`src/common/csp_params.svh`:
```
// Constants for the caption slicer port: offsets, field positions, counts.
`ifndef CSP_PARAMS_SVH
`define CSP_PARAMS_SVH

`define CSP_ADDR_W        4
`define CSP_DATA_W        8
`define CSP_OFF_MODE      4'h0
`define CSP_OFF_RX_LOW    4'h1
`define CSP_OFF_RX_HIGH   4'h2
`define CSP_OFF_STATUS    4'h3
`define CSP_OFF_IRQ_STAT  4'h4
`define CSP_OFF_IRQ_MASK  4'h5

`define CSP_MODE_RESET    8'h00
`define CSP_BYTE_ZERO     8'h00

`define CSP_DLY_NONE      2'h0
`define CSP_DLY_TAPS      6
`define CSP_FILT_INT3     2'h1
`define CSP_FILT_INT2     2'h3
`define CSP_CNT3_MAX      3'h7
`define CSP_CNT2_MAX      3'h3
`define CSP_CNT_ZERO      3'h0

`define CSP_WORD_BITS     16
`define CSP_BIT_CNT_W     4
`define CSP_LOW_LAST      4'h7
`define CSP_HIGH_LAST     4'hf
`define CSP_SYNC_N        3
`define CSP_SYNC_CLK      0
`define CSP_SYNC_DATA     1
`define CSP_SYNC_VS       2

`define CSP_EV_START      0
`define CSP_EV_DONE       1
`define CSP_EV_VSFALL     2

`endif

```
`src/common/csp_pkg.sv`:
```
// Types shared by the caption slicer port modules.
package csp_pkg;

	typedef struct packed {
		logic [3:0] rsvd;
		logic [1:0] data_filter_select;
		logic [1:0] clock_delay_select;
	} csp_mode_t;

	typedef struct packed {
		logic [4:0] rsvd;
		logic       word_done_flag;
		logic       start_seen_flag;
		logic       field_window_flag;
	} csp_status_t;

	typedef struct packed {
		logic [4:0] rsvd;
		logic       vs_fall;
		logic       word_done;
		logic       start_seen;
	} csp_events_t;

	typedef enum logic [1:0] {
		CSP_RX_IDLE,
		CSP_RX_WAIT_START,
		CSP_RX_SHIFT,
		CSP_RX_DONE
	} csp_rx_state_t;

endpackage

```
`src/design/csp_clk_delay.sv`:
```
// Programmable delay of the synchronised slicer clock by 0, 2, 4 or 6 clock periods.
`timescale 1ns/10ps
`include "csp_params.svh"
module csp_clk_delay
	import csp_pkg::*;
(
	input  wire logic       ref_clk_i,   // Main clock.
	input  wire logic       rstn_i,      // Asynchronous reset, active low.
	input  wire logic       clk_sync_i,  // Synchronised slicer clock.
	input  wire logic [1:0] sel_i,       // Delay code.
	output logic            clk_dly_o    // Delayed slicer clock.
);

	logic [`CSP_DLY_TAPS-1:0] hist_r;
	logic [`CSP_DLY_TAPS:0]   chain;

	// Each tap takes the one before it; the input stands in front of the first.
	assign chain = {hist_r, clk_sync_i};

	genvar gi;
	generate
		for (gi = 0; gi < `CSP_DLY_TAPS; gi++) begin : g_tap
			always_ff @(posedge ref_clk_i or negedge rstn_i) begin
				if (!rstn_i) begin
					hist_r[gi] <= 1'b0;
				end else begin
					hist_r[gi] <= chain[gi];
				end
			end
		end
	endgenerate

	// Code n takes the tap that is 2n cycles behind the input.
	always_comb begin
		unique case (sel_i)
			2'h0: clk_dly_o = clk_sync_i;
			2'h1: clk_dly_o = hist_r[1];
			2'h2: clk_dly_o = hist_r[3];
			2'h3: clk_dly_o = hist_r[5];
		endcase
	end

	AST_DLY_SIX: assert property (@(posedge ref_clk_i) disable iff (!rstn_i)
		(sel_i == 2'h3) && $past(sel_i, 6) == 2'h3 |-> clk_dly_o == $past(clk_sync_i, 6))
		else $error("clock delay of six periods wrong");

	AST_DLY_TWO: assert property (@(posedge ref_clk_i) disable iff (!rstn_i)
		(sel_i == 2'h1) && $past(sel_i, 2) == 2'h1 |-> clk_dly_o == $past(clk_sync_i, 2))
		else $error("clock delay of two periods wrong");

endmodule

```
`src/design/csp_integrator.sv`:
```
// Optional saturating up-down integration filter for the slicer data line.
`timescale 1ns/10ps
`include "csp_params.svh"
module csp_integrator
	import csp_pkg::*;
(
	input  wire logic       ref_clk_i,   // Main clock.
	input  wire logic       rstn_i,      // Asynchronous reset, active low.
	input  wire logic       data_i,      // Synchronised slicer data.
	input  wire logic [1:0] mode_i,      // Filter code.
	output logic            filt_o       // Filtered data.
);

	logic [2:0] cnt_r;
	logic [2:0] cnt_max;

	assign cnt_max = (mode_i == `CSP_FILT_INT3) ? `CSP_CNT3_MAX : `CSP_CNT2_MAX;

	always_ff @(posedge ref_clk_i or negedge rstn_i) begin
		if (!rstn_i) begin
			cnt_r <= `CSP_CNT_ZERO;
		end else if (cnt_r > cnt_max) begin
			cnt_r <= cnt_max;
		end else if (data_i && cnt_r < cnt_max) begin
			cnt_r <= cnt_r + 3'h1;
		end else if (!data_i && cnt_r != `CSP_CNT_ZERO) begin
			cnt_r <= cnt_r - 3'h1;
		end
	end

	always_comb begin
		unique case (mode_i)
			`CSP_FILT_INT3: filt_o = cnt_r[2];
			`CSP_FILT_INT2: filt_o = cnt_r[1];
			default:        filt_o = data_i;
		endcase
	end

	AST_INT_SAT: assert property (@(posedge ref_clk_i) disable iff (!rstn_i)
		(mode_i == `CSP_FILT_INT2) && $past(mode_i) == `CSP_FILT_INT2 |-> cnt_r <= `CSP_CNT2_MAX)
		else $error("two-bit integrator left its range");

	AST_INT_NONE: assert property (@(posedge ref_clk_i) disable iff (!rstn_i)
		!mode_i[0] |-> filt_o == data_i)
		else $error("filter passes wrong value without integration");

	AST_INT_UP: assert property (@(posedge ref_clk_i) disable iff (!rstn_i)
		((mode_i == `CSP_FILT_INT3) && data_i)[*4] |=> filt_o)
		else $error("integrator output not high after four high samples");

endmodule

```
`src/design/csp_top.sv`:
```
// Caption slicer port: serial receiver, status flags, registers and interrupt.
//
// Design decisions made here: the strobed register port and the placing of the registers.
`timescale 1ns/10ps
`include "csp_params.svh"
module csp_top
	import csp_pkg::*;
(
	input  wire logic                   ref_clk_i,          // Main clock, 40 MHz.
	input  wire logic                   rstn_i,             // Asynchronous reset, active low.
	input  wire logic                   slicer_clock_in_i,  // Slicer clock pin, asynchronous.
	input  wire logic                   slicer_data_in_i,   // Slicer data pin, asynchronous.
	input  wire logic                   vertical_sync_i,    // Vertical sync, asynchronous.
	input  wire logic [`CSP_ADDR_W-1:0] reg_addr_i,         // Register address.
	input  wire logic [`CSP_DATA_W-1:0] reg_wdata_i,        // Register write data.
	input  wire logic                   reg_wr_i,           // Write strobe.
	input  wire logic                   reg_rd_i,           // Read strobe.
	output logic      [`CSP_DATA_W-1:0] reg_rdata_o,        // Read data, cycle after strobe.
	output logic                        irq_o               // Level interrupt.
);

	logic [`CSP_SYNC_N-1:0]   sync1_r;
	logic [`CSP_SYNC_N-1:0]   sync2_r;
	logic                     clk_dly;
	logic                     clk_prev_r;
	logic                     vs_prev_r;
	logic                     clk_rise;
	logic                     vs_fall;
	logic                     filt_bit;
	csp_mode_t                mode_r;
	csp_status_t              status_r;
	csp_events_t              irq_stat_r;
	csp_events_t              irq_mask_r;
	csp_events_t              events;
	csp_rx_state_t            state_r;
	logic                     field_phase_r;
	logic [`CSP_WORD_BITS-1:0] shift_r;
	logic [`CSP_WORD_BITS-1:0] shift_nxt;
	logic [`CSP_BIT_CNT_W-1:0] bit_cnt_r;
	logic [`CSP_DATA_W-1:0]   rx_low_r;
	logic [`CSP_DATA_W-1:0]   rx_high_r;
	logic [`CSP_DATA_W-1:0]   reg_rdata_r;
	logic                     irq_r;
	logic                     first_field;
	logic                     start_prev_r;
	logic                     done_prev_r;

	function automatic logic hit(input logic [`CSP_ADDR_W-1:0] a,
		input logic [`CSP_ADDR_W-1:0] off);
		hit = (a == off);
	endfunction

	// Two flip-flops on every pin that comes from outside this clock.
	always_ff @(posedge ref_clk_i or negedge rstn_i) begin
		if (!rstn_i) begin
			sync1_r <= '0;
			sync2_r <= '0;
		end else begin
			sync1_r <= {vertical_sync_i, slicer_data_in_i, slicer_clock_in_i};
			sync2_r <= sync1_r;
		end
	end

	csp_clk_delay u_clk_delay (
		.ref_clk_i  (ref_clk_i),
		.rstn_i     (rstn_i),
		.clk_sync_i (sync2_r[`CSP_SYNC_CLK]),
		.sel_i      (mode_r.clock_delay_select),
		.clk_dly_o  (clk_dly)
	);

	csp_integrator u_integrator (
		.ref_clk_i (ref_clk_i),
		.rstn_i    (rstn_i),
		.data_i    (sync2_r[`CSP_SYNC_DATA]),
		.mode_i    (mode_r.data_filter_select),
		.filt_o    (filt_bit)
	);

	always_ff @(posedge ref_clk_i or negedge rstn_i) begin
		if (!rstn_i) begin
			clk_prev_r <= 1'b0;
			vs_prev_r  <= 1'b0;
		end else begin
			clk_prev_r <= clk_dly;
			vs_prev_r  <= sync2_r[`CSP_SYNC_VS];
		end
	end

	assign clk_rise    = clk_dly && !clk_prev_r;
	assign vs_fall     = vs_prev_r && !sync2_r[`CSP_SYNC_VS];
	assign first_field = field_phase_r;
	assign shift_nxt   = {filt_bit, shift_r[`CSP_WORD_BITS-1:1]};

	// Fields alternate at each sync fall; the phase after the first fall after reset is first.
	always_ff @(posedge ref_clk_i or negedge rstn_i) begin
		if (!rstn_i) begin
			field_phase_r <= 1'b0;
		end else if (vs_fall) begin
			field_phase_r <= !field_phase_r;
		end
	end

	// Receiver sequence; a sync fall restarts it for the first field, idles it for the second, and clears the flags.
	always_ff @(posedge ref_clk_i or negedge rstn_i) begin
		if (!rstn_i) begin
			state_r   <= CSP_RX_IDLE;
			bit_cnt_r <= '0;
			shift_r   <= '0;
		end else if (vs_fall) begin
			state_r   <= field_phase_r ? CSP_RX_IDLE : CSP_RX_WAIT_START;
			bit_cnt_r <= '0;
		end else if (clk_rise) begin
			unique case (state_r)
				CSP_RX_IDLE: begin
					state_r <= CSP_RX_IDLE;
				end
				CSP_RX_WAIT_START: begin
					if (filt_bit) begin
						state_r   <= CSP_RX_SHIFT;
						bit_cnt_r <= '0;
					end
				end
				CSP_RX_SHIFT: begin
					shift_r   <= shift_nxt;
					bit_cnt_r <= bit_cnt_r + 4'h1;
					if (bit_cnt_r == `CSP_HIGH_LAST) begin
						state_r <= CSP_RX_DONE;
					end
				end
				CSP_RX_DONE: begin
					state_r <= CSP_RX_DONE;
				end
			endcase
		end
	end

	// Byte registers load as each half of the word completes.
	always_ff @(posedge ref_clk_i or negedge rstn_i) begin
		if (!rstn_i) begin
			rx_low_r  <= `CSP_BYTE_ZERO;
			rx_high_r <= `CSP_BYTE_ZERO;
		end else if (clk_rise && !vs_fall && state_r == CSP_RX_SHIFT) begin
			if (bit_cnt_r == `CSP_LOW_LAST) begin
				rx_low_r <= shift_nxt[`CSP_WORD_BITS-1:`CSP_DATA_W];
			end
			if (bit_cnt_r == `CSP_HIGH_LAST) begin
				rx_high_r <= shift_nxt[`CSP_WORD_BITS-1:`CSP_DATA_W];
			end
		end
	end

	// Status flags live only within the first field.
	always_ff @(posedge ref_clk_i or negedge rstn_i) begin
		if (!rstn_i) begin
			status_r <= '0;
		end else if (vs_fall) begin
			status_r <= '0;
		end else if (clk_rise && first_field) begin
			status_r.field_window_flag <= 1'b1;
			if (state_r == CSP_RX_WAIT_START && filt_bit) begin
				status_r.start_seen_flag <= 1'b1;
			end
			if (state_r == CSP_RX_SHIFT && bit_cnt_r == `CSP_HIGH_LAST) begin
				status_r.word_done_flag <= 1'b1;
			end
		end
	end

	// Last cycle's flags, so that each rise of a flag counts as one event.
	always_ff @(posedge ref_clk_i or negedge rstn_i) begin
		if (!rstn_i) begin
			start_prev_r <= 1'b0;
			done_prev_r  <= 1'b0;
		end else begin
			start_prev_r <= status_r.start_seen_flag;
			done_prev_r  <= status_r.word_done_flag;
		end
	end

	always_comb begin
		events            = '0;
		events.start_seen = status_r.start_seen_flag && !start_prev_r;
		events.word_done  = status_r.word_done_flag && !done_prev_r;
		events.vs_fall    = vs_fall;
	end

	// Mode and mask registers; status bits clear on a written one, a new event wins.
	always_ff @(posedge ref_clk_i or negedge rstn_i) begin
		if (!rstn_i) begin
			mode_r     <= `CSP_MODE_RESET;
			irq_mask_r <= '0;
		end else if (reg_wr_i) begin
			if (hit(reg_addr_i, `CSP_OFF_MODE)) begin
				mode_r <= reg_wdata_i;
			end
			if (hit(reg_addr_i, `CSP_OFF_IRQ_MASK)) begin
				irq_mask_r <= reg_wdata_i;
			end
		end
	end

	always_ff @(posedge ref_clk_i or negedge rstn_i) begin
		if (!rstn_i) begin
			irq_stat_r <= '0;
		end else if (reg_wr_i && hit(reg_addr_i, `CSP_OFF_IRQ_STAT)) begin
			irq_stat_r <= (irq_stat_r & ~reg_wdata_i) | events;
		end else begin
			irq_stat_r <= irq_stat_r | events;
		end
	end

	always_ff @(posedge ref_clk_i or negedge rstn_i) begin
		if (!rstn_i) begin
			irq_r <= 1'b0;
		end else begin
			irq_r <= |((irq_stat_r | events) & irq_mask_r);
		end
	end

	// Read data stand for exactly one cycle; write-only and unmapped read as zero.
	always_ff @(posedge ref_clk_i or negedge rstn_i) begin
		if (!rstn_i) begin
			reg_rdata_r <= `CSP_BYTE_ZERO;
		end else if (reg_rd_i) begin
			unique case (reg_addr_i)
				`CSP_OFF_RX_LOW:   reg_rdata_r <= rx_low_r;
				`CSP_OFF_RX_HIGH:  reg_rdata_r <= rx_high_r;
				`CSP_OFF_STATUS:   reg_rdata_r <= status_r;
				`CSP_OFF_IRQ_STAT: reg_rdata_r <= irq_stat_r;
				`CSP_OFF_IRQ_MASK: reg_rdata_r <= irq_mask_r;
				default:           reg_rdata_r <= `CSP_BYTE_ZERO;
			endcase
		end else begin
			reg_rdata_r <= `CSP_BYTE_ZERO;
		end
	end

	assign reg_rdata_o = reg_rdata_r;
	assign irq_o       = irq_r;

	AST_FLAGS_CLEAR: assert property (@(posedge ref_clk_i) disable iff (!rstn_i)
		vs_fall |=> status_r == '0)
		else $error("flags not cleared by sync fall");

	AST_FIELD_SET: assert property (@(posedge ref_clk_i) disable iff (!rstn_i)
		clk_rise && first_field && !vs_fall |=> status_r.field_window_flag)
		else $error("field flag not set by first clock rise");

	AST_NO_SECOND: assert property (@(posedge ref_clk_i) disable iff (!rstn_i)
		!first_field && !$past(first_field) |-> status_r == '0)
		else $error("flag set outside the first field");

	AST_START_ORDER: assert property (@(posedge ref_clk_i) disable iff (!rstn_i)
		status_r.start_seen_flag |-> status_r.field_window_flag)
		else $error("start flag without field flag");

	AST_DONE_ORDER: assert property (@(posedge ref_clk_i) disable iff (!rstn_i)
		$rose(status_r.word_done_flag) |-> status_r.start_seen_flag && state_r == CSP_RX_DONE)
		else $error("done flag without a complete word");

	AST_DONE_HIGH: assert property (@(posedge ref_clk_i) disable iff (!rstn_i)
		$rose(status_r.word_done_flag)
		|-> rx_high_r == $past(shift_nxt[`CSP_WORD_BITS-1:`CSP_DATA_W]))
		else $error("high byte not loaded with done flag");

	AST_SHIFT_IN: assert property (@(posedge ref_clk_i) disable iff (!rstn_i)
		clk_rise && !vs_fall && state_r == CSP_RX_SHIFT |=> shift_r[15] == $past(filt_bit))
		else $error("sampled bit not shifted in");

	AST_RD_DATA: assert property (@(posedge ref_clk_i) disable iff (!rstn_i)
		reg_rd_i && reg_addr_i == `CSP_OFF_RX_LOW |=> reg_rdata_o == $past(rx_low_r))
		else $error("low byte read wrong");

	AST_IRQ: assert property (@(posedge ref_clk_i) disable iff (!rstn_i)
		|(irq_stat_r & irq_mask_r) |=> irq_o)
		else $error("interrupt not raised");

	AST_IRQ_LOW: assert property (@(posedge ref_clk_i) disable iff (!rstn_i)
		((irq_stat_r | events) & irq_mask_r) == '0 |=> !irq_o)
		else $error("interrupt raised with nothing pending");

	AST_RD_IDLE: assert property (@(posedge ref_clk_i) disable iff (!rstn_i)
		!reg_rd_i |=> reg_rdata_o == `CSP_BYTE_ZERO)
		else $error("read data present without a read");

	AST_EV_START: assert property (@(posedge ref_clk_i) disable iff (!rstn_i)
		$rose(status_r.start_seen_flag) |=> irq_stat_r.start_seen)
		else $error("start event not recorded");

	AST_EV_SYNC: assert property (@(posedge ref_clk_i) disable iff (!rstn_i)
		vs_fall |=> irq_stat_r.vs_fall)
		else $error("sync fall event not recorded");

	AST_LOW_LOAD: assert property (@(posedge ref_clk_i) disable iff (!rstn_i)
		clk_rise && !vs_fall && state_r == CSP_RX_SHIFT && bit_cnt_r == `CSP_LOW_LAST
		|=> rx_low_r == $past(shift_nxt[`CSP_WORD_BITS-1:`CSP_DATA_W]))
		else $error("low byte not loaded after eight bits");

endmodule

```
`config.mk`:
```
export PLATFORM = sky130hd
export DESIGN_NAME = csp_top
export DESIGN_NICKNAME = d
export VERILOG_FILES = /design/src/common/csp_pkg.sv /design/src/design/csp_clk_delay.sv /design/src/design/csp_integrator.sv /design/src/design/csp_top.sv
export VERILOG_INCLUDE_DIRS = /design/src /design/src/common
export SDC_FILE = /design/constraint.sdc
export NUM_CORES = 1
export LEC_CHECK = 0
export BUFFER_PORTS_ARGS = -buffer_cell sky130_fd_sc_hd__clkbuf_2
export CAP_MARGIN = 20
export CORE_ASPECT_RATIO = 0.75
export CORE_MARGIN = 10
export CORE_UTILIZATION = 43
export DETAILED_ROUTE_END_ITERATION = 16
export HOLD_SLACK_MARGIN = 0.05
export SLEW_MARGIN = 15
export SYNTH_ARGS = -nofsm -noshare
export SYNTH_HDL_FRONTEND = slang
export SYNTH_SLANG_ARGS = --single-unit
export TNS_END_PERCENT = 20
```
`constraint.sdc`:
```
create_clock -name ref_clk_i -period 5.1 [get_ports ref_clk_i]
set_input_delay 1.275 -clock ref_clk_i [delete_from_list [all_inputs] [get_ports ref_clk_i]]
set_output_delay 1.275 -clock ref_clk_i [all_outputs]
set_load 0.1 [all_outputs]
```
Word level (Yosys, flattened, before mapping)
Cells that the tools add are included.

storage, ports and cells
  register bits = 90
  word-level logic and storage cells = 124

operators by class
  $add $sub $neg = 3
  order comparisons = 2
  eq/ne operators = 17
  mux-type cells = 23
  bitwise gates (word level) = 6
  reduce and logical (&&, ||, !) cells = 39

operator list
  kind                 count
  $pmux 8 s5           1
  $mux 3               6
  $and 8x8->8          2
  $mux 8               2
  $or 8x3->8           2
  $eq 4x3->1 const B   3
  $logic_and 1x1->1    12
  $mux 4               3
  $reduce_and 2->1     6
  $eq 2x2->1 const B   5
  $reduce_and 3->1     3
  $reduce_bool 3->1    3
  $eq 4x2->1 const B   2
  $mux 2               4
  $not 8->8            1
  $pmux 2 s4           1
  $pmux 4 s2           1
  $reduce_bool 2->1    4
  $reduce_or 8->1      1
  $logic_not 1->1      7
  $eq 2x1->1 const B   3
  $ne 3x3->1 const B   2
  $add 4x1->4 const B  1
  $eq 4x1->1 const B   1
  other kinds (11)     14

Logic depth before layout (Yosys ltp)
  depth in word-level cells = 6
  depth in mapped cells = 9
  gate-level depth less buffers = 9

By module
From an unflattened synthesis, not the netlist that was laid out.

unflattened totals
  cell total of the unflattened synthesis = 269
  area total of the unflattened synthesis = 3,523.4 um^2

by module, submodules not included
  module          instances  cells each  area an instance (um^2)  sequential area each (um^2)
  csp_top         1          225         3,037.9                  1,801.7
  csp_integrator  1          37          312.8                    75.1
  csp_clk_delay   1          7           172.7                    150.1

Least setup slack after synthesis
Ideal clock, no wire load.

  path type = input -> register
  from = input port reg_addr_i[0]
  to = register irq_stat_r[0] (netlist name)
  library setup time = 118 ps
  data arrival time = 2,292 ps
  path slack = 2,690 ps
  stages on the path = 6
  path buffers = 2
  cell sequence = buf_6 > nor4b_4 > and2_1 > buf_6 > nand2_1 > a21o_1

on the way
  word-level cells in the longest chain between the ends = 3

ends and longest elaborated chain
  item                  RTL line        text
  from (decl)           csp_top.sv:14   input wire logic [`CSP_ADDR_W-1:0] reg_addr_i,
  $eq 4x3->1            csp_top.sv:50   hit = (a == off);
  $logic_and 1x1->1     csp_top.sv:206  end else if (reg_wr_i && hit(reg_addr_i, `CSP_OFF_IRQ_STAT)) begin
  $mux 8                csp_top.sv:206
  to (signal assigned)  csp_top.sv:207  irq_stat_r <= (irq_stat_r & ~reg_wdata_i) | events;
  to (signal assigned)  csp_top.sv:209  irq_stat_r <= irq_stat_r | events;
  to (decl)             csp_top.sv:32   csp_events_t irq_stat_r;

No other way between the ends.
A chain may end at the register's enable or synchronous reset.

Worst setup path after layout
  from = register reg_rdata_r[1] (netlist: reg_rdata_o[1])
  to = output port reg_rdata_o[1]

RTL lines
  item                    RTL line        text
  from (decl)             csp_top.sv:42   logic [`CSP_DATA_W-1:0] reg_rdata_r;
  from (signal assigned)  csp_top.sv:224  reg_rdata_r <= `CSP_BYTE_ZERO;
  from (signal assigned)  csp_top.sv:227  `CSP_OFF_RX_LOW: reg_rdata_r <= rx_low_r;
  from (signal assigned)  csp_top.sv:228  `CSP_OFF_RX_HIGH: reg_rdata_r <= rx_high_r;
  to (decl)               csp_top.sv:18   output logic [`CSP_DATA_W-1:0] reg_rdata_o,

No word-level cell between the ends.

==> results by group <==
Worst setup path
  – Worst Path Max Fanout: 1
  – Worst reg2reg startpoint: mode_r[3]
  – Max incr delay on CP: 0.47 ns
  – WP depth: 1
  – CP Cell Sequence: clkbuf_2
  – Endpoint class of the critical path: primary output
  – Reg2Reg Depth: 8
  – Critical Path Slowest Stage Cell: clkbuf_2
  – Critical path startpoint category: flop
  – Crit path capture: reg_rdata_o[1]
  – CP startpoint: reg_rdata_o[1]
  – Worst path bufs/invs: 1
  – Cell family with most CP delay: buffers and inverters
  – Reg2reg end: u_integrator.cnt_r[2]
  – Worst reg-to-reg setup slack: 2.80 ns
  – Setup Crit Path Kind: reg2out
  – CP Data Required Time: 3.83 ns
  – CP Data Arrival Time: 1.19 ns

Clock network
  – Clk_lat worst skew: 0.35 ns
  – Clock slew at reported path FFs: 0.08 ns
  – CTS Sinks: 81
  – Total CTS buffers: 9
  – H-tree depth: 3
  – CTS root buffer: clkbuf_8
  – CTS Hold Buffers Added: 0
  – CTS tree: yes
  – Post-cts sizing count: 0
  – Postcts setup bufs: 0
  – CTS max path bufs: 2

Logic synthesis
  – Cell taking the most area after synthesis: dfrtp_1
  – Synth Instances: 267
  – Number of synthesized register bits: 81
  – YS warnings: 0
  – Post-Syn Nets: 290
  – Sequential area share after synthesis: 58.2%
  – Synth Area per Inst: 13.0 sq um
  – Area contributors post-synth: dfrtp_1, mux2_2, a22oi_1
  – Synth cell types: 51
  – Yosys top cell area share: 58.2%
  – Post-Syn Area: 3480 sq um

Timing
  – Final setup violation count: 0
  – Slew margin rel.: 38.0%
  – Setup_tns: 0 ns
  – RSZ-0062 raised after global routing: false
  – Fmax: 406 MHz
  – Max Transition Viols Final: 0
  – Period minus WS final: 2.46 ns
  – Period utilization: 48.3%
  – Fin. Hold Viols: 0
  – Final Skew: 0.0111 ns
  – Min Hold Slack: 0.355 ns
  – Worst slew pin tran: 0.906 ns

Cells and area
  – # diodes: 0
  – Fin nets: 324
  – Layout area overhead: 12.5%
  – Layout Cells excl Fill: 411
  – Share of cells above drive strength 1: 31.0%
  – Commonest non-fill, non-tap cells in the layout: dfrtp_1, mux2_2, clkbuf_2
  – Post-layout util: 49.7%
  – Most common cell after layout, fill and taps aside: dfrtp_1

Pwr
  – Worst VDD drop: 0.000209 V
  – Pleak: 1.81 nW
  – PD cells: 395 nW/um^2
  – Power Total: 1.55 mW

Die
  – Starting Density: 44.2%
  – Die area: 12100 sq um
  – Die span in x: 124 um
  – Die height: 97.9 um
  – Core Area: 7880 sq um
  – IO Count: 28
  – Core Rows: 28

Drt
  – Drt first pass iters: 4
  – Antenna viol nets, final: 0
  – Via count: 2211
  – Vias per cell: 5.38
  – Iter 0 DRT Violations: 170
  – Drt drc: 0
  – Drt total wl: 7020 um
  – DR WL/cell: 17.1 um

Placed design
  – Final HPWL DP: 4970 um
  – GPL Wtd Cong: 0.835
  – DP Cell Count: 394
  – Port buffer count: 27

Status
  – Status: finished clean

Global routing
  – Initial antenna violation count: 0
  – Vias in the first global route: 2148
  – Total GRT Usage: 12.3%
  – Largest net degree at the start of global routing: 82
  – First-pass GRT wire length: 11800 um
  – Global route overflow: 0

Flow run
  – Max Cap Violations: 0

Worst hold path
  – Worst hold path type: reg2reg
[kinds of logic (layout without fill, tap and decap cells)]
logic type / Yosys count / count (layout) / share of synthesized area [%]
AO/OA/AOI/OAI: 63 / 63 / 13.0
XOR/XNOR: 2 / 2 / 0.503
adder cells (fa/ha/maj): 4 / 4 / 1.65
buffers and inverters: 11 / 50 / 2.01
flip-flops: 81 / 81 / 58.2
multiplexers: 41 / 41 / 13.3
AND/OR/NAND/NOR: 65 / 65 / 11.3
[stage by stage]
stage,instance area [sq um],setup slack (ns)
floorplan,3480,2.69
global placement,3710,2.42
detailed placement,3710,2.37
CTS,3890,2.62
global route,3920,2.59
finish,3920,2.64
[synthesized netlist by cell type, drive strengths merged]
master    n
a2111oi   1
nor2b     3
a21oi    18
a2bb2oi   1
a31o      1
fa        1
clkbuf    1
a21o      3
a22oi    13
nand3    11
nor4      1
dfrtp    81
o32a      1
o2bb2ai   1
mux2i     2
xnor2     2
buf       5
nor4b     2
nand3b    3
or3b      1
nand2    15
or3       1
a21boi    5
and3      3
and2      1
o211ai    2
inv       5
o311a     1
a222oi    4
o21ai     6
nor2     13
and2b     1
a311o     1
ha        3
nor3      4
o22ai     1
nor3b     2
mux2     39
nand2b    4
a31oi     3
o21a      1
[where the power goes]
group          leakage (nW)  internal (mW)  switching (mW)  total [mW]
Clock                0.0857          0.193           0.235       0.427
Sequential             1.05          0.715          0.0803       0.796
Combinational         0.669          0.145           0.179       0.324
Total                  1.81           1.05           0.494        1.55
[layer usage]
layer	routed length, um	track usage (%)	up-vias
met3	459	4.03	9
li1	-	-	1051
met1	3530	18.5	1094
met5	0	0	-
met4	74	4.15	0
met2	2950	15.9	57
[how the worst min path moves through the flow]
| stage | slack (ns) | cells past startpoint | to | from |
|---|---|---|---|---|
| 2_1_floorplan | 0.33 | 0 | sync2_r[0] | sync1_r[0] |
| 3_3_place_gp | 0.33 | 0 | u_clk_delay.chain[4] | u_clk_delay.chain[3] |
| 3_5_place_dp | 0.34 | 0 | sync2_r[0] | sync1_r[0] |
| 4_1_cts | 0.36 | 0 | sync2_r[0] | sync1_r[0] |
| 5_1_grt | 0.37 | 0 | sync2_r[0] | sync1_r[0] |
| 6_report | 0.36 | 0 | sync2_r[0] | sync1_r[0] |
[area by class of cell]
type | count | area [sq um]
clock buffer | 11 | 141
clock inverter | 5 | 41.3
fill | 726 | 3960
inverter | 5 | 18.8
multi-input combinational | 175 | 1390
sequential | 81 | 2030
tap | 105 | 131
timing repair buffer | 29 | 173
[registers in the layout, summed over array words and instances (netlist names), 4 cells and up]
| signal | flops |
|---|---|
| shift_r | 7 |
| rx_high_r | 8 |
| reg_rdata_o | 8 |
| irq_stat_r | 8 |
| bit_cnt_r | 4 |
| irq_mask_r | 8 |
| mode_r | 4 |
| u_clk_delay.chain | 6 |
| rx_low_r | 8 |
No activity file was read; power rests on OpenSTA's default activity.
